==> src/logic/ddsr_consts.vh <==
// constants for the drive diagnostic status register bank
`ifndef DDSR_CONSTS_VH
`define DDSR_CONSTS_VH
// ==========================================
// register addresses
`define DDSR_ADDR_DOS 6'h11
`define DDSR_ADDR_GFI 6'h12
`define DDSR_ADDR_CF1 6'h13
`define DDSR_ADDR_CF6 6'h18
`define DDSR_ADDR_TR_LO 6'h19
`define DDSR_ADDR_TR_HI 6'h1C
`define DDSR_ADDR_CMD1 6'h01
// ==========================================
// dynamic output state fields
`define DDSR_DOS_UV 15
`define DDSR_DOS_ST_HI 14
`define DDSR_DOS_ST_LO 13
`define DDSR_DOS_EXT_HI 12
`define DDSR_DOS_EXT_LO 11
`define DDSR_DOS_OUT_HI 10
`define DDSR_DOS_OUT_LO 5
`define DDSR_DOS_EF_HI 4
`define DDSR_DOS_EF_LO 1
// ==========================================
// general fault fields
`define DDSR_GFI_CP 15
`define DDSR_GFI_LVI 14
`define DDSR_GFI_OV 13
`define DDSR_GFI_TSD_HI 12
`define DDSR_GFI_TSD_LO 7
`define DDSR_GFI_TW_HI 6
`define DDSR_GFI_TW_LO 1
// ==========================================
// feedback fields
`define DDSR_CF_AUX 15
`define DDSR_CF_HI 10
`define DDSR_CF_LO 1
// ==========================================
// codes
`define DDSR_EF_NONE 2'h0
`define DDSR_EF_LS 2'h1
`define DDSR_EF_HS 2'h2
`define DDSR_ST_READY 2'h0
`define DDSR_ST_ACT 2'h1
`define DDSR_ST_BRAKE 2'h2
`define DDSR_ST_DONE 2'h3
`define DDSR_BRK_INDEF 2'h3
// ==========================================
// timing
`define DDSR_CLK_MHZ 200
`define DDSR_DONE_MS 100
`define DDSR_DONE_CYC (`DDSR_DONE_MS * 1000 * `DDSR_CLK_MHZ)
`define DDSR_FILT_CYC 8'h10
`define DDSR_BLANK_STEP 8'h20
`endif

==> src/logic/ddsr_fb_mem.v <==
// feedback value store, six 10-bit words, registered read
`timescale 1ns/1ps
`default_nettype none
module ddsr_fb_mem (
	input wire i_clk,
	input wire i_nrst,
	input wire i_we,
	input wire [2:0] i_waddr,
	input wire [9:0] i_wdata,
	input wire [2:0] i_raddr,
	output reg [9:0] o_rdata
);
	reg [9:0] mem [0:5];
	integer k;
	always @(posedge i_clk) begin
		if (!i_nrst) begin
			for (k = 0; k < 6; k = k + 1)
				mem[k] <= 10'h000;
			o_rdata <= 10'h000;
		end else begin
			if (i_we && i_waddr < 3'h6)
				mem[i_waddr] <= i_wdata;
			o_rdata <= (i_raddr < 3'h6) ? mem[i_raddr] : 10'h000;
		end
	end
endmodule
`default_nettype wire

==> src/logic/ddsr_top.v <==
// diagnostic and status register bank of a multi-output actuator driver
`timescale 1ns/1ps
`default_nettype none
`include "ddsr_consts.vh"
module ddsr_top #(
	parameter DONE_CYCLES = `DDSR_DONE_CYC
) (
	input wire i_clk,
	input wire i_nrst,
	input wire i_csn,
	input wire i_rd,
	input wire i_rc,
	input wire i_wr,
	input wire [5:0] i_addr,
	input wire [15:0] i_rc_mask,
	output reg [15:0] o_rdata,
	input wire [1:0] i_ext_on,
	input wire [1:0] i_ext_vds_hi,
	input wire [1:0] i_ext_vds_side,
	input wire [3:0] i_blank_setting,
	input wire [1:0] i_ext_level,
	input wire [5:0] i_out_level,
	input wire [5:0] i_override,
	input wire i_emerg_override,
	input wire i_seq_active,
	input wire i_seq_braking,
	input wire i_seq_done,
	input wire [1:0] i_brake_setting,
	input wire i_logic_uv,
	input wire i_aux_uv,
	input wire i_bat_ov,
	input wire i_bat_lvi,
	input wire i_pump_low,
	input wire [5:0] i_tw_set,
	input wire [5:0] i_tw_hold,
	input wire [5:0] i_tsd_set,
	input wire [5:0] i_tsd_hold,
	input wire i_scope_select,
	input wire i_fb_we,
	input wire [2:0] i_fb_sel,
	input wire [9:0] i_fb_value,
	output wire o_global_supply_fault,
	output reg [1:0] o_ext_off,
	output reg [5:0] o_out_off,
	output reg o_device_off
);
	// ==========================================
	// pin synchronisers
	reg csn_s1, csn_s2;
	reg csn_d;
	reg [7:0] lvl_s1, lvl_s2;
	reg [4:0] sup_s1, sup_s2;
	reg [23:0] th_s1, th_s2;
	reg [3:0] vds_s1, vds_s2;
	always @(posedge i_clk) begin
		if (!i_nrst) begin
			csn_s1 <= 1'b1;
			csn_s2 <= 1'b1;
			csn_d <= 1'b1;
			lvl_s1 <= 8'h00;
			lvl_s2 <= 8'h00;
			sup_s1 <= 5'h00;
			sup_s2 <= 5'h00;
			th_s1 <= 24'h000000;
			th_s2 <= 24'h000000;
			vds_s1 <= 4'h0;
			vds_s2 <= 4'h0;
		end else begin
			csn_s1 <= i_csn;
			csn_s2 <= csn_s1;
			csn_d <= csn_s2;
			lvl_s1 <= {i_ext_level, i_out_level};
			lvl_s2 <= lvl_s1;
			sup_s1 <= {i_pump_low, i_bat_lvi, i_bat_ov, i_aux_uv, i_logic_uv};
			sup_s2 <= sup_s1;
			th_s1 <= {i_tsd_hold, i_tsd_set, i_tw_hold, i_tw_set};
			th_s2 <= th_s1;
			vds_s1 <= {i_ext_vds_side, i_ext_vds_hi};
			vds_s2 <= vds_s1;
		end
	end
	wire csn_fall = csn_d & ~csn_s2;
	wire [5:0] tw_set = th_s2[5:0];
	wire [5:0] tw_hold = th_s2[11:6];
	wire [5:0] tsd_set = th_s2[17:12];
	wire [5:0] tsd_hold = th_s2[23:18];

	// ==========================================
	// clear decode
	wire rc_dos = i_rc && (i_addr == `DDSR_ADDR_DOS);
	wire rc_gfi = i_rc && (i_addr == `DDSR_ADDR_GFI);
	wire rc_cf1 = i_rc && (i_addr == `DDSR_ADDR_CF1);
	wire [15:0] clr_dos = rc_dos ? i_rc_mask : 16'h0000;
	wire [15:0] clr_gfi = rc_gfi ? i_rc_mask : 16'h0000;

	// ==========================================
	// external drain-source monitor
	reg [1:0] on_d;
	reg [7:0] vds_cnt [0:1];
	reg [7:0] blank_cnt [0:1];
	reg [3:0] ext_code_reg;
	integer e;
	always @(posedge i_clk) begin
		if (!i_nrst) begin
			on_d <= 2'h0;
			ext_code_reg <= 4'h0;
			o_ext_off <= 2'h0;
			for (e = 0; e < 2; e = e + 1) begin
				vds_cnt[e] <= 8'h00;
				blank_cnt[e] <= 8'h00;
			end
		end else begin
			on_d <= i_ext_on;
			for (e = 0; e < 2; e = e + 1) begin
				if (clr_dos[`DDSR_DOS_EF_LO + 2*e])
					ext_code_reg[2*e] <= 1'b0;
				if (clr_dos[`DDSR_DOS_EF_LO + 2*e + 1])
					ext_code_reg[2*e+1] <= 1'b0;
				if (!i_ext_on[e]) begin
					o_ext_off[e] <= 1'b0;
					vds_cnt[e] <= 8'h00;
				end
				if (i_ext_on[e] && !on_d[e]) begin
					// blanking grows in fixed steps per setting code
					blank_cnt[e] <= {6'h00, i_blank_setting[2*e+1 -: 2]} * `DDSR_BLANK_STEP;
				end else if (blank_cnt[e] != 8'h00) begin
					blank_cnt[e] <= blank_cnt[e] - 8'h01;
				end
				if (i_ext_on[e] && blank_cnt[e] == 8'h00 && !o_ext_off[e]) begin
					if (vds_s2[e]) begin
						if (vds_cnt[e] == `DDSR_FILT_CYC) begin
							o_ext_off[e] <= 1'b1;
							ext_code_reg[2*e+1 -: 2] <= vds_s2[2+e] ?
								`DDSR_EF_HS : `DDSR_EF_LS;
						end else begin
							vds_cnt[e] <= vds_cnt[e] + 8'h01;
						end
					end else begin
						vds_cnt[e] <= 8'h00;
					end
				end
			end
		end
	end

	// ==========================================
	// output level sample at chip-select fall
	reg [7:0] level_reg;
	always @(posedge i_clk) begin
		if (!i_nrst)
			level_reg <= 8'h00;
		else if (csn_fall)
			level_reg <= lvl_s2;
	end

	// ==========================================
	// actuation status
	reg [1:0] stat_reg, stat_next;
	reg [31:0] done_cnt;
	wire seq_owned = (i_override != 6'h3F);
	wire indef = (i_brake_setting == `DDSR_BRK_INDEF);
	always @* begin
		stat_next = stat_reg;
		case (stat_reg)
			`DDSR_ST_READY: if (seq_owned && i_seq_active) stat_next = `DDSR_ST_ACT;
			`DDSR_ST_ACT: if (seq_owned && i_seq_braking) stat_next = `DDSR_ST_BRAKE;
			`DDSR_ST_BRAKE: begin
				if (indef ? (done_cnt == DONE_CYCLES - 1) : (seq_owned && i_seq_done))
					stat_next = `DDSR_ST_DONE;
			end
			`DDSR_ST_DONE: stat_next = `DDSR_ST_DONE;
			default: stat_next = `DDSR_ST_READY;
		endcase
		if (clr_dos[`DDSR_DOS_ST_HI] && clr_dos[`DDSR_DOS_ST_LO])
			stat_next = `DDSR_ST_READY;
		else if (clr_dos[`DDSR_DOS_ST_HI])
			stat_next = {1'b0, stat_reg[0]};
		else if (clr_dos[`DDSR_DOS_ST_LO])
			stat_next = {stat_reg[1], 1'b0};
		if (i_emerg_override && i_wr && i_addr == `DDSR_ADDR_CMD1)
			stat_next = `DDSR_ST_READY;
	end
	always @(posedge i_clk) begin
		if (!i_nrst) begin
			stat_reg <= `DDSR_ST_READY;
			done_cnt <= 32'h00000000;
		end else begin
			stat_reg <= stat_next;
			if (stat_reg == `DDSR_ST_BRAKE)
				done_cnt <= done_cnt + 32'h00000001;
			else
				done_cnt <= 32'h00000000;
		end
	end

	// ==========================================
	// supply and thermal latches; set wins over clear
	reg logic_uv_reg, aux_uv_reg, ov_reg, lvi_reg, pump_reg;
	reg [5:0] tw_reg, tsd_reg;
	always @(posedge i_clk) begin
		if (!i_nrst) begin
			logic_uv_reg <= 1'b0;
			aux_uv_reg <= 1'b0;
			ov_reg <= 1'b0;
			lvi_reg <= 1'b0;
			pump_reg <= 1'b0;
			tw_reg <= 6'h00;
			tsd_reg <= 6'h00;
		end else begin
			logic_uv_reg <= sup_s2[0] | (logic_uv_reg & ~clr_dos[`DDSR_DOS_UV]);
			aux_uv_reg <= sup_s2[1] | (aux_uv_reg & ~(rc_cf1 & i_rc_mask[`DDSR_CF_AUX]));
			ov_reg <= sup_s2[2] | (ov_reg & ~clr_gfi[`DDSR_GFI_OV]);
			lvi_reg <= sup_s2[3] | (lvi_reg & ~clr_gfi[`DDSR_GFI_LVI]);
			pump_reg <= sup_s2[4] | (pump_reg & ~clr_gfi[`DDSR_GFI_CP]);
			// hold inputs keep a flag alive above the reset threshold
			tw_reg <= tw_set | (tw_reg & (tw_hold |
				~clr_gfi[`DDSR_GFI_TW_HI:`DDSR_GFI_TW_LO]));
			tsd_reg <= tsd_set | (tsd_reg & (tsd_hold |
				~clr_gfi[`DDSR_GFI_TSD_HI:`DDSR_GFI_TSD_LO]));
		end
	end
	assign o_global_supply_fault = logic_uv_reg | aux_uv_reg;

	always @(posedge i_clk) begin
		if (!i_nrst) begin
			o_out_off <= 6'h00;
			o_device_off <= 1'b0;
		end else begin
			o_out_off <= i_scope_select ? 6'h00 : tsd_reg;
			o_device_off <= i_scope_select & (|tsd_reg);
		end
	end

	// ==========================================
	// feedback store
	wire [9:0] fb_rdata;
	wire [2:0] fb_raddr = i_addr[2:0] - 3'h3;
	ddsr_fb_mem u_fb (
		.i_clk(i_clk),
		.i_nrst(i_nrst),
		.i_we(i_fb_we),
		.i_waddr(i_fb_sel),
		.i_wdata(i_fb_value),
		.i_raddr(fb_raddr),
		.o_rdata(fb_rdata)
	);

	// ==========================================
	// read path, two cycles behind the request; parity is odd
	function [15:0] ddsr_par;
		input [15:1] d;
		ddsr_par = {d, ~(^d)};
	endfunction
	reg rd_d;
	reg [5:0] addr_d;
	reg [15:0] dos_snap, gfi_snap;
	reg aux_snap;
	always @(posedge i_clk) begin
		if (!i_nrst) begin
			rd_d <= 1'b0;
			addr_d <= 6'h00;
			dos_snap <= 16'h0000;
			gfi_snap <= 16'h0000;
			aux_snap <= 1'b0;
		end else begin
			rd_d <= i_rd | i_rc;
			addr_d <= i_addr;
			// content taken before the clear lands
			dos_snap <= ddsr_par({logic_uv_reg, stat_reg, level_reg, ext_code_reg});
			gfi_snap <= ddsr_par({pump_reg, lvi_reg, ov_reg, tsd_reg, tw_reg});
			aux_snap <= aux_uv_reg;
		end
	end
	always @(posedge i_clk) begin
		if (!i_nrst) begin
			o_rdata <= 16'h0000;
		end else if (rd_d) begin
			if (addr_d == `DDSR_ADDR_DOS)
				o_rdata <= dos_snap;
			else if (addr_d == `DDSR_ADDR_GFI)
				o_rdata <= gfi_snap;
			else if (addr_d >= `DDSR_ADDR_CF1 && addr_d <= `DDSR_ADDR_CF6)
				o_rdata <= ddsr_par({(addr_d == `DDSR_ADDR_CF1) & aux_snap,
					4'h0, fb_rdata});
			else
				o_rdata <= ddsr_par(15'h0000);
		end
	end
endmodule
`default_nettype wire

==> config.mk <==
export PLATFORM = sky130hd
export DESIGN_NAME = ddsr_top
export DESIGN_NICKNAME = d
export VERILOG_FILES = /design/src/logic/ddsr_fb_mem.v /design/src/logic/ddsr_top.v
export VERILOG_INCLUDE_DIRS = /design/src /design/src/logic
export SDC_FILE = /design/constraint.sdc
export NUM_CORES = 1
export LEC_CHECK = 0
export ABC_AREA = 1
export BUFFER_PORTS_ARGS = -buffer_cell sky130_fd_sc_hd__buf_2
export CAP_MARGIN = 10
export CELL_PAD_IN_SITES_DETAIL_PLACEMENT = 0
export CELL_PAD_IN_SITES_GLOBAL_PLACEMENT = 2
export CORE_AREA = 2 2 199 220
export CTS_CLUSTER_DIAMETER = 120
export DETAILED_ROUTE_END_ITERATION = 8
export DIE_AREA = 0 0 201 222
export GPL_TIMING_DRIVEN = 0
export PLACE_DENSITY = 0.81
export SLEW_MARGIN = 20
export SYNTH_ARGS = -nofsm -noshare
export SYNTH_HDL_FRONTEND = slang
export SYNTH_SLANG_ARGS = --single-unit
==> constraint.sdc <==
create_clock -name i_clk -period 2 [get_ports i_clk]
set_input_delay 0.1 -clock i_clk [delete_from_list [all_inputs] [get_ports i_clk]]
set_output_delay 0.1 -clock i_clk [all_outputs]
set_load 0.05 [all_outputs]
# After elaboration in Yosys (flattened, before gate mapping)
# Memories as Yosys holds them, arrays and structs flattened. A register that Yosys moved wholly into a read port is not among the register bits.
# Index checks and enable logic that the tools add are counted.
# W data, S select, Z words.
[word_totals]
ram_bits = 92
inputBits = 102
regBits = 215
mem_count = 3
[op_classes]
eq_ne = 21
reduce_logical = 39
magnitude_cmp = 4
muxes = 86
addsub = 6
n_bitwise = 46
[memory_table]
columns = ["name", "words", "width", "rd", "rd_ports_with_merged_regs", "write_ports", "line", "text"]
rows = [
  ["u_fb.mem", 6, 10, 1, 1, 6, "ddsr_fb_mem.v:13", "reg [9:0] mem [0:5];"],
  ["blank_cnt", 2, 8, 2, 0, 2, "ddsr_top.v:100", "reg [7:0] blank_cnt [0:1];"],
  ["vds_cnt", 2, 8, 2, 0, 2, "ddsr_top.v:99", "reg [7:0] vds_cnt [0:1];"],
]
[op_table]
columns = ["cell", "count"]
rows = [
  ["$mux W16", 5],
  ["$mux W8", 10],
  ["$mux W1", 57],
  ["$reduce_xor A15 Y1", 3],
  ["$eq A6 B5 Y1 const B", 6],
  ["$add A32 B1 Y32 const B", 1],
  ["$eq A32 B25 Y1 const B", 1],
  ["$or A6 B6 Y6", 4],
  ["$mux W2", 11],
  ["$logic_and A1 B1 Y1", 17],
  ["$or A1 B1 Y1", 17],
  ["$add A8 B1 Y8 const B", 2],
  ["$eq A8 B5 Y1 const B", 2],
  ["$logic_not A8 Y1", 2],
  ["$reduce_bool A8 Y1", 2],
  ["$sub A8 B1 Y8 const B", 2],
  ["$and A6 B6 Y6", 2],
  ["$not A1 Y1", 12],
  ["$not A6 Y6", 2],
  ["$mux W10", 1],
  ["$reduce_or A10 Y1", 1],
  ["$and A1 B1 Y1", 9],
  ["$ne A3 B3 Y1 const B", 3],
  ["$pmux W2 S4", 1],
  ["18 further kinds", 29],
]

# Longest topological paths before layout
# Gate-level depths: netlist of the first run.
# An unclocked memory read counts as a cell.
[depth]
depth_word = 9
mapped_depth = 12
mapped_depth_nobuf = 12

# By module
# A second synthesis of the first run with hierarchy kept.
[hier_totals]
hier_cells = 1738
hier_area_um2 = 14383.8
[by_module_without_submodules]
columns = ["mod", "area_per_inst_um2", "n_inst", "cells_each", "seq_area_each_um2"]
rows = [
  ["ddsr_top", 10208.5, 1, 1282, 5265.0],
  ["ddsr_fb_mem", 4175.3, 1, 456, 2602.5],
]

# Worst setup path before layout of the first run
# Ideal clock, no wire load.
[synth_path]
path_type = "register to register"
from = "mem blank_cnt[0][0]"
to = "mem vds_cnt[0][0] (enable)"
required_time_ps = 1616
path_stages_with_launch = 7
arrival_time_ps = 1676
path_buffers = 0
setup_slack_ps = -60
setup_ps = 384
cell_sequence = "edfxtp_1 -> inv_1 -> ha_1 -> nand3_1 -> nor2_2 -> nand3_1 -> o21ai_0"
[synth_rtl]
columns = ["item", "line"]
rows = [
  ["from (decl)", "ddsr_top.v:100"],
  ["to (decl)", "ddsr_top.v:99"],
]

==> results of run 1 <==
[logic make-up after synthesis]
| family | count (synthesis) | share of synthesized area (%) |
|---|---|---|
| AND/OR/NAND/NOR | 669 | 21.2 |
| other | 1 | 0.0271 |
| adder cells (fa/ha/maj) | 18 | 1.63 |
| AO/OA/AOI/OAI | 212 | 8.33 |
| buffers and inverters | 321 | 8.81 |
| flip-flops | 337 | 56.8 |
| XOR/XNOR | 50 | 3.16 |
[worst max-delay path, delay by kind of cell]
family	cells	cell delay, ps
buffers and inverters	5	900
and+or+nand+nor	5	1060
[layer usage]
layer / track usage (%) / up-vias / wire length [um]
met5: 0 / - / 0
met3: 2.87 / 46 / 1740
li1: - / 5610 / -
met2: 27.9 / 218 / 17300
met4: 4.76 / 0 / 804
met1: 20.9 / 5007 / 16800
[worst min-delay path by stage]
stage                     cells past startpoint  slack, ps      startpoint           end
after floorplan                               1        170  i_scope_select  o_out_off[0]
after global placement                        3        280   i_tsd_hold[5]     th_s1[23]
after global routing                          3         70          i_nrst  done_cnt[11]
after detailed placement                      3        290       i_bat_lvi     sup_s1[3]
after CTS                                     3         20          i_nrst  done_cnt[11]
final                                         3         50          i_nrst  done_cnt[11]
[Yosys cell counts (all sizes together)]
master | n | area share, %
o211ai | 1 | 0.054
a311oi | 1 | 0.063
nand3b | 2 | 0.11
a21oi | 54 | 2.0
dfxtp | 225 | 33
edfxtp | 112 | 24
nor2 | 234 | 6.9
nand2b | 10 | 0.45
a221oi | 1 | 0.063
o21ai | 107 | 3.9
or2 | 8 | 0.36
xnor2 | 22 | 1.4
o2111ai | 1 | 0.063
a31o | 5 | 0.32
conb | 1 | 0.027
o22ai | 16 | 0.72
clkbuf | 35 | 0.95
and3 | 2 | 0.099
nand2 | 312 | 8.7
nor3 | 29 | 1.3
nand3 | 42 | 1.6
ha | 18 | 1.6
a21boi | 1 | 0.054
nand4 | 9 | 0.45
inv | 272 | 7.4
o31ai | 2 | 0.11
a31oi | 21 | 0.95
nor4 | 6 | 0.27
buf | 14 | 0.49
nor3b | 15 | 0.92
o21a | 2 | 0.11
xor2 | 28 | 1.8
[area by class of cell]
type	count	share of cell area, %
buffer	49	1.18
clock buffer	55	6.25
clock inverter	13	0.734
inverter	272	5.82
multi-input combinational	969	28.2
sequential	337	44.8
tap	567	4.04
timing repair buffer	220	8.98
[report_power, final]
group / leakage, nW / internal (mW) / total, mW / switching (mW)
clock network: 0.604 / 4.08 / 6.84 / 2.76
logic: 4.39 / 0.984 / 2.59 / 1.60
registers: 2.98 / 7.67 / 7.96 / 0.286
total: 7.98 / 12.7 / 17.4 / 4.65
[repair_timing]
action                                  CTS  global route
hold endpoints to repair                117             0
endpoints found under the setup margin   76            80
hold buffers                             89             0
pin swaps                                 1             3
buffers inserted                          1             4
gates resized for setup                   7            26
==> qor.csv, run 1 <==
stage;metric;value;unit
status;status;complete, no violations;
place;dp_hpwl;27.0;mm
setup_path;path_cells;buf_2, inv_1, nor2_2, inv_1, nor2_1, inv_1, nor2_1, nand2_1, clkbuf_1, nand2_1;
synth;ys_types;47;
setup_path;crit_path_start_kind;primary input;
synth;syn_avg_cell_area;8.61;um^2
cells_and_area;fillers;4302;
detailed_routing;wl_per_cell;14.8;um
timing;setup_ws;83.6;ps
cells_and_area;reg_top3;u_fb.mem (80), done_cnt (32);
setup_path;required;2160;ps
detailed_routing;totalWireLength;36.6;mm
floorplanning;dieWidth;201;um
timing;slew_violations;0;
cells_and_area;stdcell_count;2482;
detailed_routing;ant_nets;0;
timing;min_period_over_period;95.8;%
floorplanning;dieArea;0.0446;mm^2
setup_path;ff2ff_setup_slack;110;ps
floorplanning;rows;79;
cells_and_area;n_antenna_cell;0;
global_route;antenna_found_initial;0;
clock_tree;clock_path_buffers;3;
clock_tree;path_clk_slew;60;ps
setup_path;cp.arrival;2080;ps
clock_tree;insertion_delay;530;ps
clock_tree;clock-sinks;337;
place;place_ws;-717;ps
synth;synth_area;0.0138;mm^2
power;peakVddDrop;586;uV
synth;ys_warn_count;0;
setup_path;cp_max_fo;10;
setup_path;crit_top_cell;inv_1;
timing;setup_violations;0;
min_path;worstHoldPathType;in -> reg;
timing;max_slew_margin;37.8;%
setup_path;worstSetupPathType;in -> reg;
global_route;grt_max_degree;13;
floorplanning;ios;128;
place;placed_cells;2320;
timing;finalHoldViolCount;0;
clock_tree;cts_htree_levels;2;
floorplanning;die_h;222;um
place;io_buffer_count;126;
global_route;grt_overflow;0;
synth;netlist_instances;1608;
cells_and_area;ff_latch_area;0.00787;mm^2
global_route;grt_pass1_vias;10800;
detailed_routing;drcViolationCount;0;
cells_and_area;utilization;41.6;%
timing;fin_setup_tns;0;ps
timing;hold_slack;50.3;ps
cells_and_area;final_common_cell;nand2_1;
power;power.total;17.4;mW
flow_run;cap_violations;0;
clock_tree;cts-buffers-inserted;38;
detailed_routing;dr.pass1.iters;5;
place;gp_congestion;0.812;
cells_and_area;finalInstanceArea;0.0175;mm^2
floorplanning;start_util;32.8;%
cells_and_area;largest_reg_flops;80;
synth;synth_seq_cells;337;
clock_tree;clock-root-buffer;clkbuf_16;
place;placed_area;0.0153;mm^2
cells_and_area;nets;2007;
setup_path;slowest_stage;nand2_1;
setup_path;r2r-end;vds_cnt[1][3];
setup_path;crit_path_start;i_nrst;
setup_path;r2r_start;blank_cnt[1][0];
timing;clock.fmax;0.522;GHz
power;cellLeakagePower;7.98;nW
timing;fin_skew;7.55;ps
floorplanning;core_area;0.0422;mm^2
timing;worstMarginPinSlew;933;ps
power;power_density;991;mW/mm^2
detailed_routing;vias;10900;
synth;ys_seq_area_share;56.8;%
setup_path;r2r_cells;8;
setup_path;cpPeakStageDelay;470;ps
cells_and_area;area_growth;26.8;%
cells_and_area;multiInputGateArea;0.00494;mm^2
detailed_routing;via_per_inst;4.38;
setup_path;critPathCaptureType;flip-flop;
setup_path;setup.worst_path.end;u_fb.mem[1][3];
cells_and_area;layout_common_cells;304 x nand2_1, 267 x inv_1, 225 x nor2_1, 225 x dfxtp_1, 135 x buf_2;
global_route;grtUsageTotal;16.2;%
cells_and_area;largest_register;u_fb.mem;
clock_tree;cts_tree;built;
global_route;grt_first_pass_wirelength;57.0;mm
cells_and_area;drive_gt1_share;13.4;%
detailed_routing;first_iter_violations;516;
timing;fin_crit;1920;ps
No activity file was read; power rests on OpenSTA's default activity.
==> run 2: changes to the inputs <==
--- a/config.mk
+++ b/config.mk
@@ -16,7 +16,7 @@
 export DETAILED_ROUTE_END_ITERATION = 8
 export DIE_AREA = 0 0 201 222
 export GPL_TIMING_DRIVEN = 0
-export PLACE_DENSITY = 0.81
+export PLACE_DENSITY = 0.77
 export SLEW_MARGIN = 20
 export SYNTH_ARGS = -nofsm -noshare
 export SYNTH_HDL_FRONTEND = slang
==> qor.csv, run 2 (same netlist as run 1, synthesis figures left out) <==
stage;metric;value;unit
status;status;complete, no violations;
floorplanning;die_h;222;um
cells_and_area;fillers;4308;
power;cellLeakagePower;8.04;nW
cells_and_area;utilization;42.0;%
detailed_routing;totalWireLength;36.6;mm
power;p_clk_share;40.9;%
timing;setup_ws;87.0;ps
detailed_routing;wl_per_cell;14.7;um
timing;worstMarginPinSlew;876;ps
min_path;worstHoldPathType;in -> reg;
timing;slew_violations;0;
clock_tree;insertion_delay;560;ps
place;placed_cells;2320;
timing;fin_crit;1910;ps
setup_path;required;2270;ps
place;gp_congestion;0.783;
power;sequentialPowerShare;44.6;%
power;power.switching_fraction;26.8;%
flow_run;cap_violations;0;
cells_and_area;n_antenna_cell;0;
floorplanning;dieArea;0.0446;mm^2
global_route;grtUsageTotal;16.5;%
detailed_routing;via_per_inst;4.34;
clock_tree;cts-buffers-inserted;39;
place;place_ws;-724;ps
cells_and_area;layout_common_cells;304 x nand2_1, 268 x inv_1, 225 x nor2_1, 223 x dfxtp_1, 135 x buf_2;
timing;max_slew_margin;41.6;%
clock_tree;cts_tree;built;
cells_and_area;area_growth;28.0;%
place;dp_hpwl;26.4;mm
timing;finalHoldViolCount;0;
timing;clock.fmax;0.523;GHz
clock_tree;clock-root-buffer;clkbuf_16;
global_route;grt_pass1_vias;10600;
detailed_routing;drcViolationCount;0;
detailed_routing;highest_layer;met4;
cells_and_area;nets;2012;
power;peakVddDrop;550;uV
detailed_routing;wl_met1;17.2;mm
global_route;grt_overflow;0;
cells_and_area;final_common_cell;nand2_1;
cells_and_area;largest_register;u_fb.mem;
place;io_buffer_count;126;
setup_path;worstSetupPathType;reg -> reg;
timing;setup_violations;0;
setup_path;critPathCaptureType;flip-flop;
min_path;hold-path-cell-count;6;
detailed_routing;dr.pass1.iters;5;
power;power_density;1010;mW/mm^2
timing;fin_skew;16.3;ps
cells_and_area;multiInputGateArea;0.00496;mm^2
cells_and_area;drive_gt1_share;13.8;%
power;p_int;13.1;mW
cells_and_area;stdcell_count;2490;
floorplanning;core_area;0.0422;mm^2
cells_and_area;reg_top3;u_fb.mem (80), done_cnt (32);
detailed_routing;vias;10800;
global_route;grt_first_pass_wirelength;57.7;mm
detailed_routing;wl_met2;17.2;mm
power;switchingPower;4.78;mW
clock_tree;clock_path_buffers;3;
power;p_comb_share;14.5;%
detailed_routing;dr_wl_met3;1.44;mm
global_route;grt_max_degree;14;
floorplanning;rows;79;
clock_tree;clock-sinks;337;
setup_path;r2r_cells;8;
global_route;antenna_found_initial;2;
detailed_routing;first_iter_violations;607;
setup_path;cp.arrival;2180;ps
timing;min_period_over_period;95.6;%
power;power.total;17.9;mW
setup_path;crit_path_start_kind;flip-flop;
floorplanning;start_util;32.8;%
timing;rsz0062_at_grt;true;
clock_tree;path_clk_slew;60;ps
floorplanning;dieWidth;201;um
detailed_routing;ant_nets;0;
cells_and_area;largest_reg_flops;80;
clock_tree;cts_htree_levels;2;
cells_and_area;ff_latch_area;0.00787;mm^2
setup_path;cp_max_fo;8;
floorplanning;ios;128;
## run 2: final timing paths
kind                                       end             from  slack (ps)
worst max register to register   vds_cnt[1][5]  blank_cnt[1][0]          90
worst max-delay path             vds_cnt[1][5]  blank_cnt[1][0]          90
worst min register to register       sup_s2[1]        sup_s1[1]         410
worst min-delay path            u_fb.mem[1][9]      i_fb_sel[2]          90
## run 2: critical path: stages (launching register included)
cell	delay, ps
edfxtp_1	390
inv_1	110
ha_1	160
nand3_1	130
nor3_4	280
buf_6	160
nand4_4	140
o2111ai_4	110
buf_12	160
## run 2: layer usage
layer	GRT usage (%)	vias up
met1	22.0	4945
met3	2.81	49
met4	4.59	0
met5	0	-
li1	-	5629
met2	27.6	194
## run 2: timing repair
item,in CTS,in global routing
hold buffers,89,0
gates resized for setup,10,23
hold endpoints to repair,119,0
buffers inserted,4,5
pin swaps,2,6
setup endpoints to repair,77,48
## run 2: metrics by stage
stage | hold WS, ps | TNS [ps] | cell area (um^2)
floorplan | 172 | 0 | 13900
global placement | 283 | -66290 | 15300
detailed placement | 286 | -65590 | 15300
CTS | 55.2 | 0 | 17600
global route | 88.0 | -50.8 | 17700
finish | 88.5 | 0 | 17700
## run 2: power by group through the flow
stage | Clock (mW) | Combinational (mW) | Sequential [mW]
2_1_floorplan | 0 | 1.58 | 8.10
3_3_place_gp | 0 | 2.28 | 8.10
3_5_place_dp | 0 | 2.31 | 8.11
4_1_cts | 7.54 | 2.55 | 7.97
5_1_grt | 7.81 | 2.95 | 8.03
6_report | 7.32 | 2.59 | 7.97
## run 2: final cells by class
| type | count | area share, % |
|---|---|---|
| Inverter | 272 | 5.76 |
| Buffer | 49 | 1.16 |
| Clock inverter | 22 | 1.38 |
| Timing Repair Buffer | 224 | 9.13 |
| Sequential cell | 337 | 44.4 |
| Multi-Input combinational cell | 969 | 28.0 |
| Tap cell | 567 | 4.00 |
| Clock buffer | 50 | 6.20 |
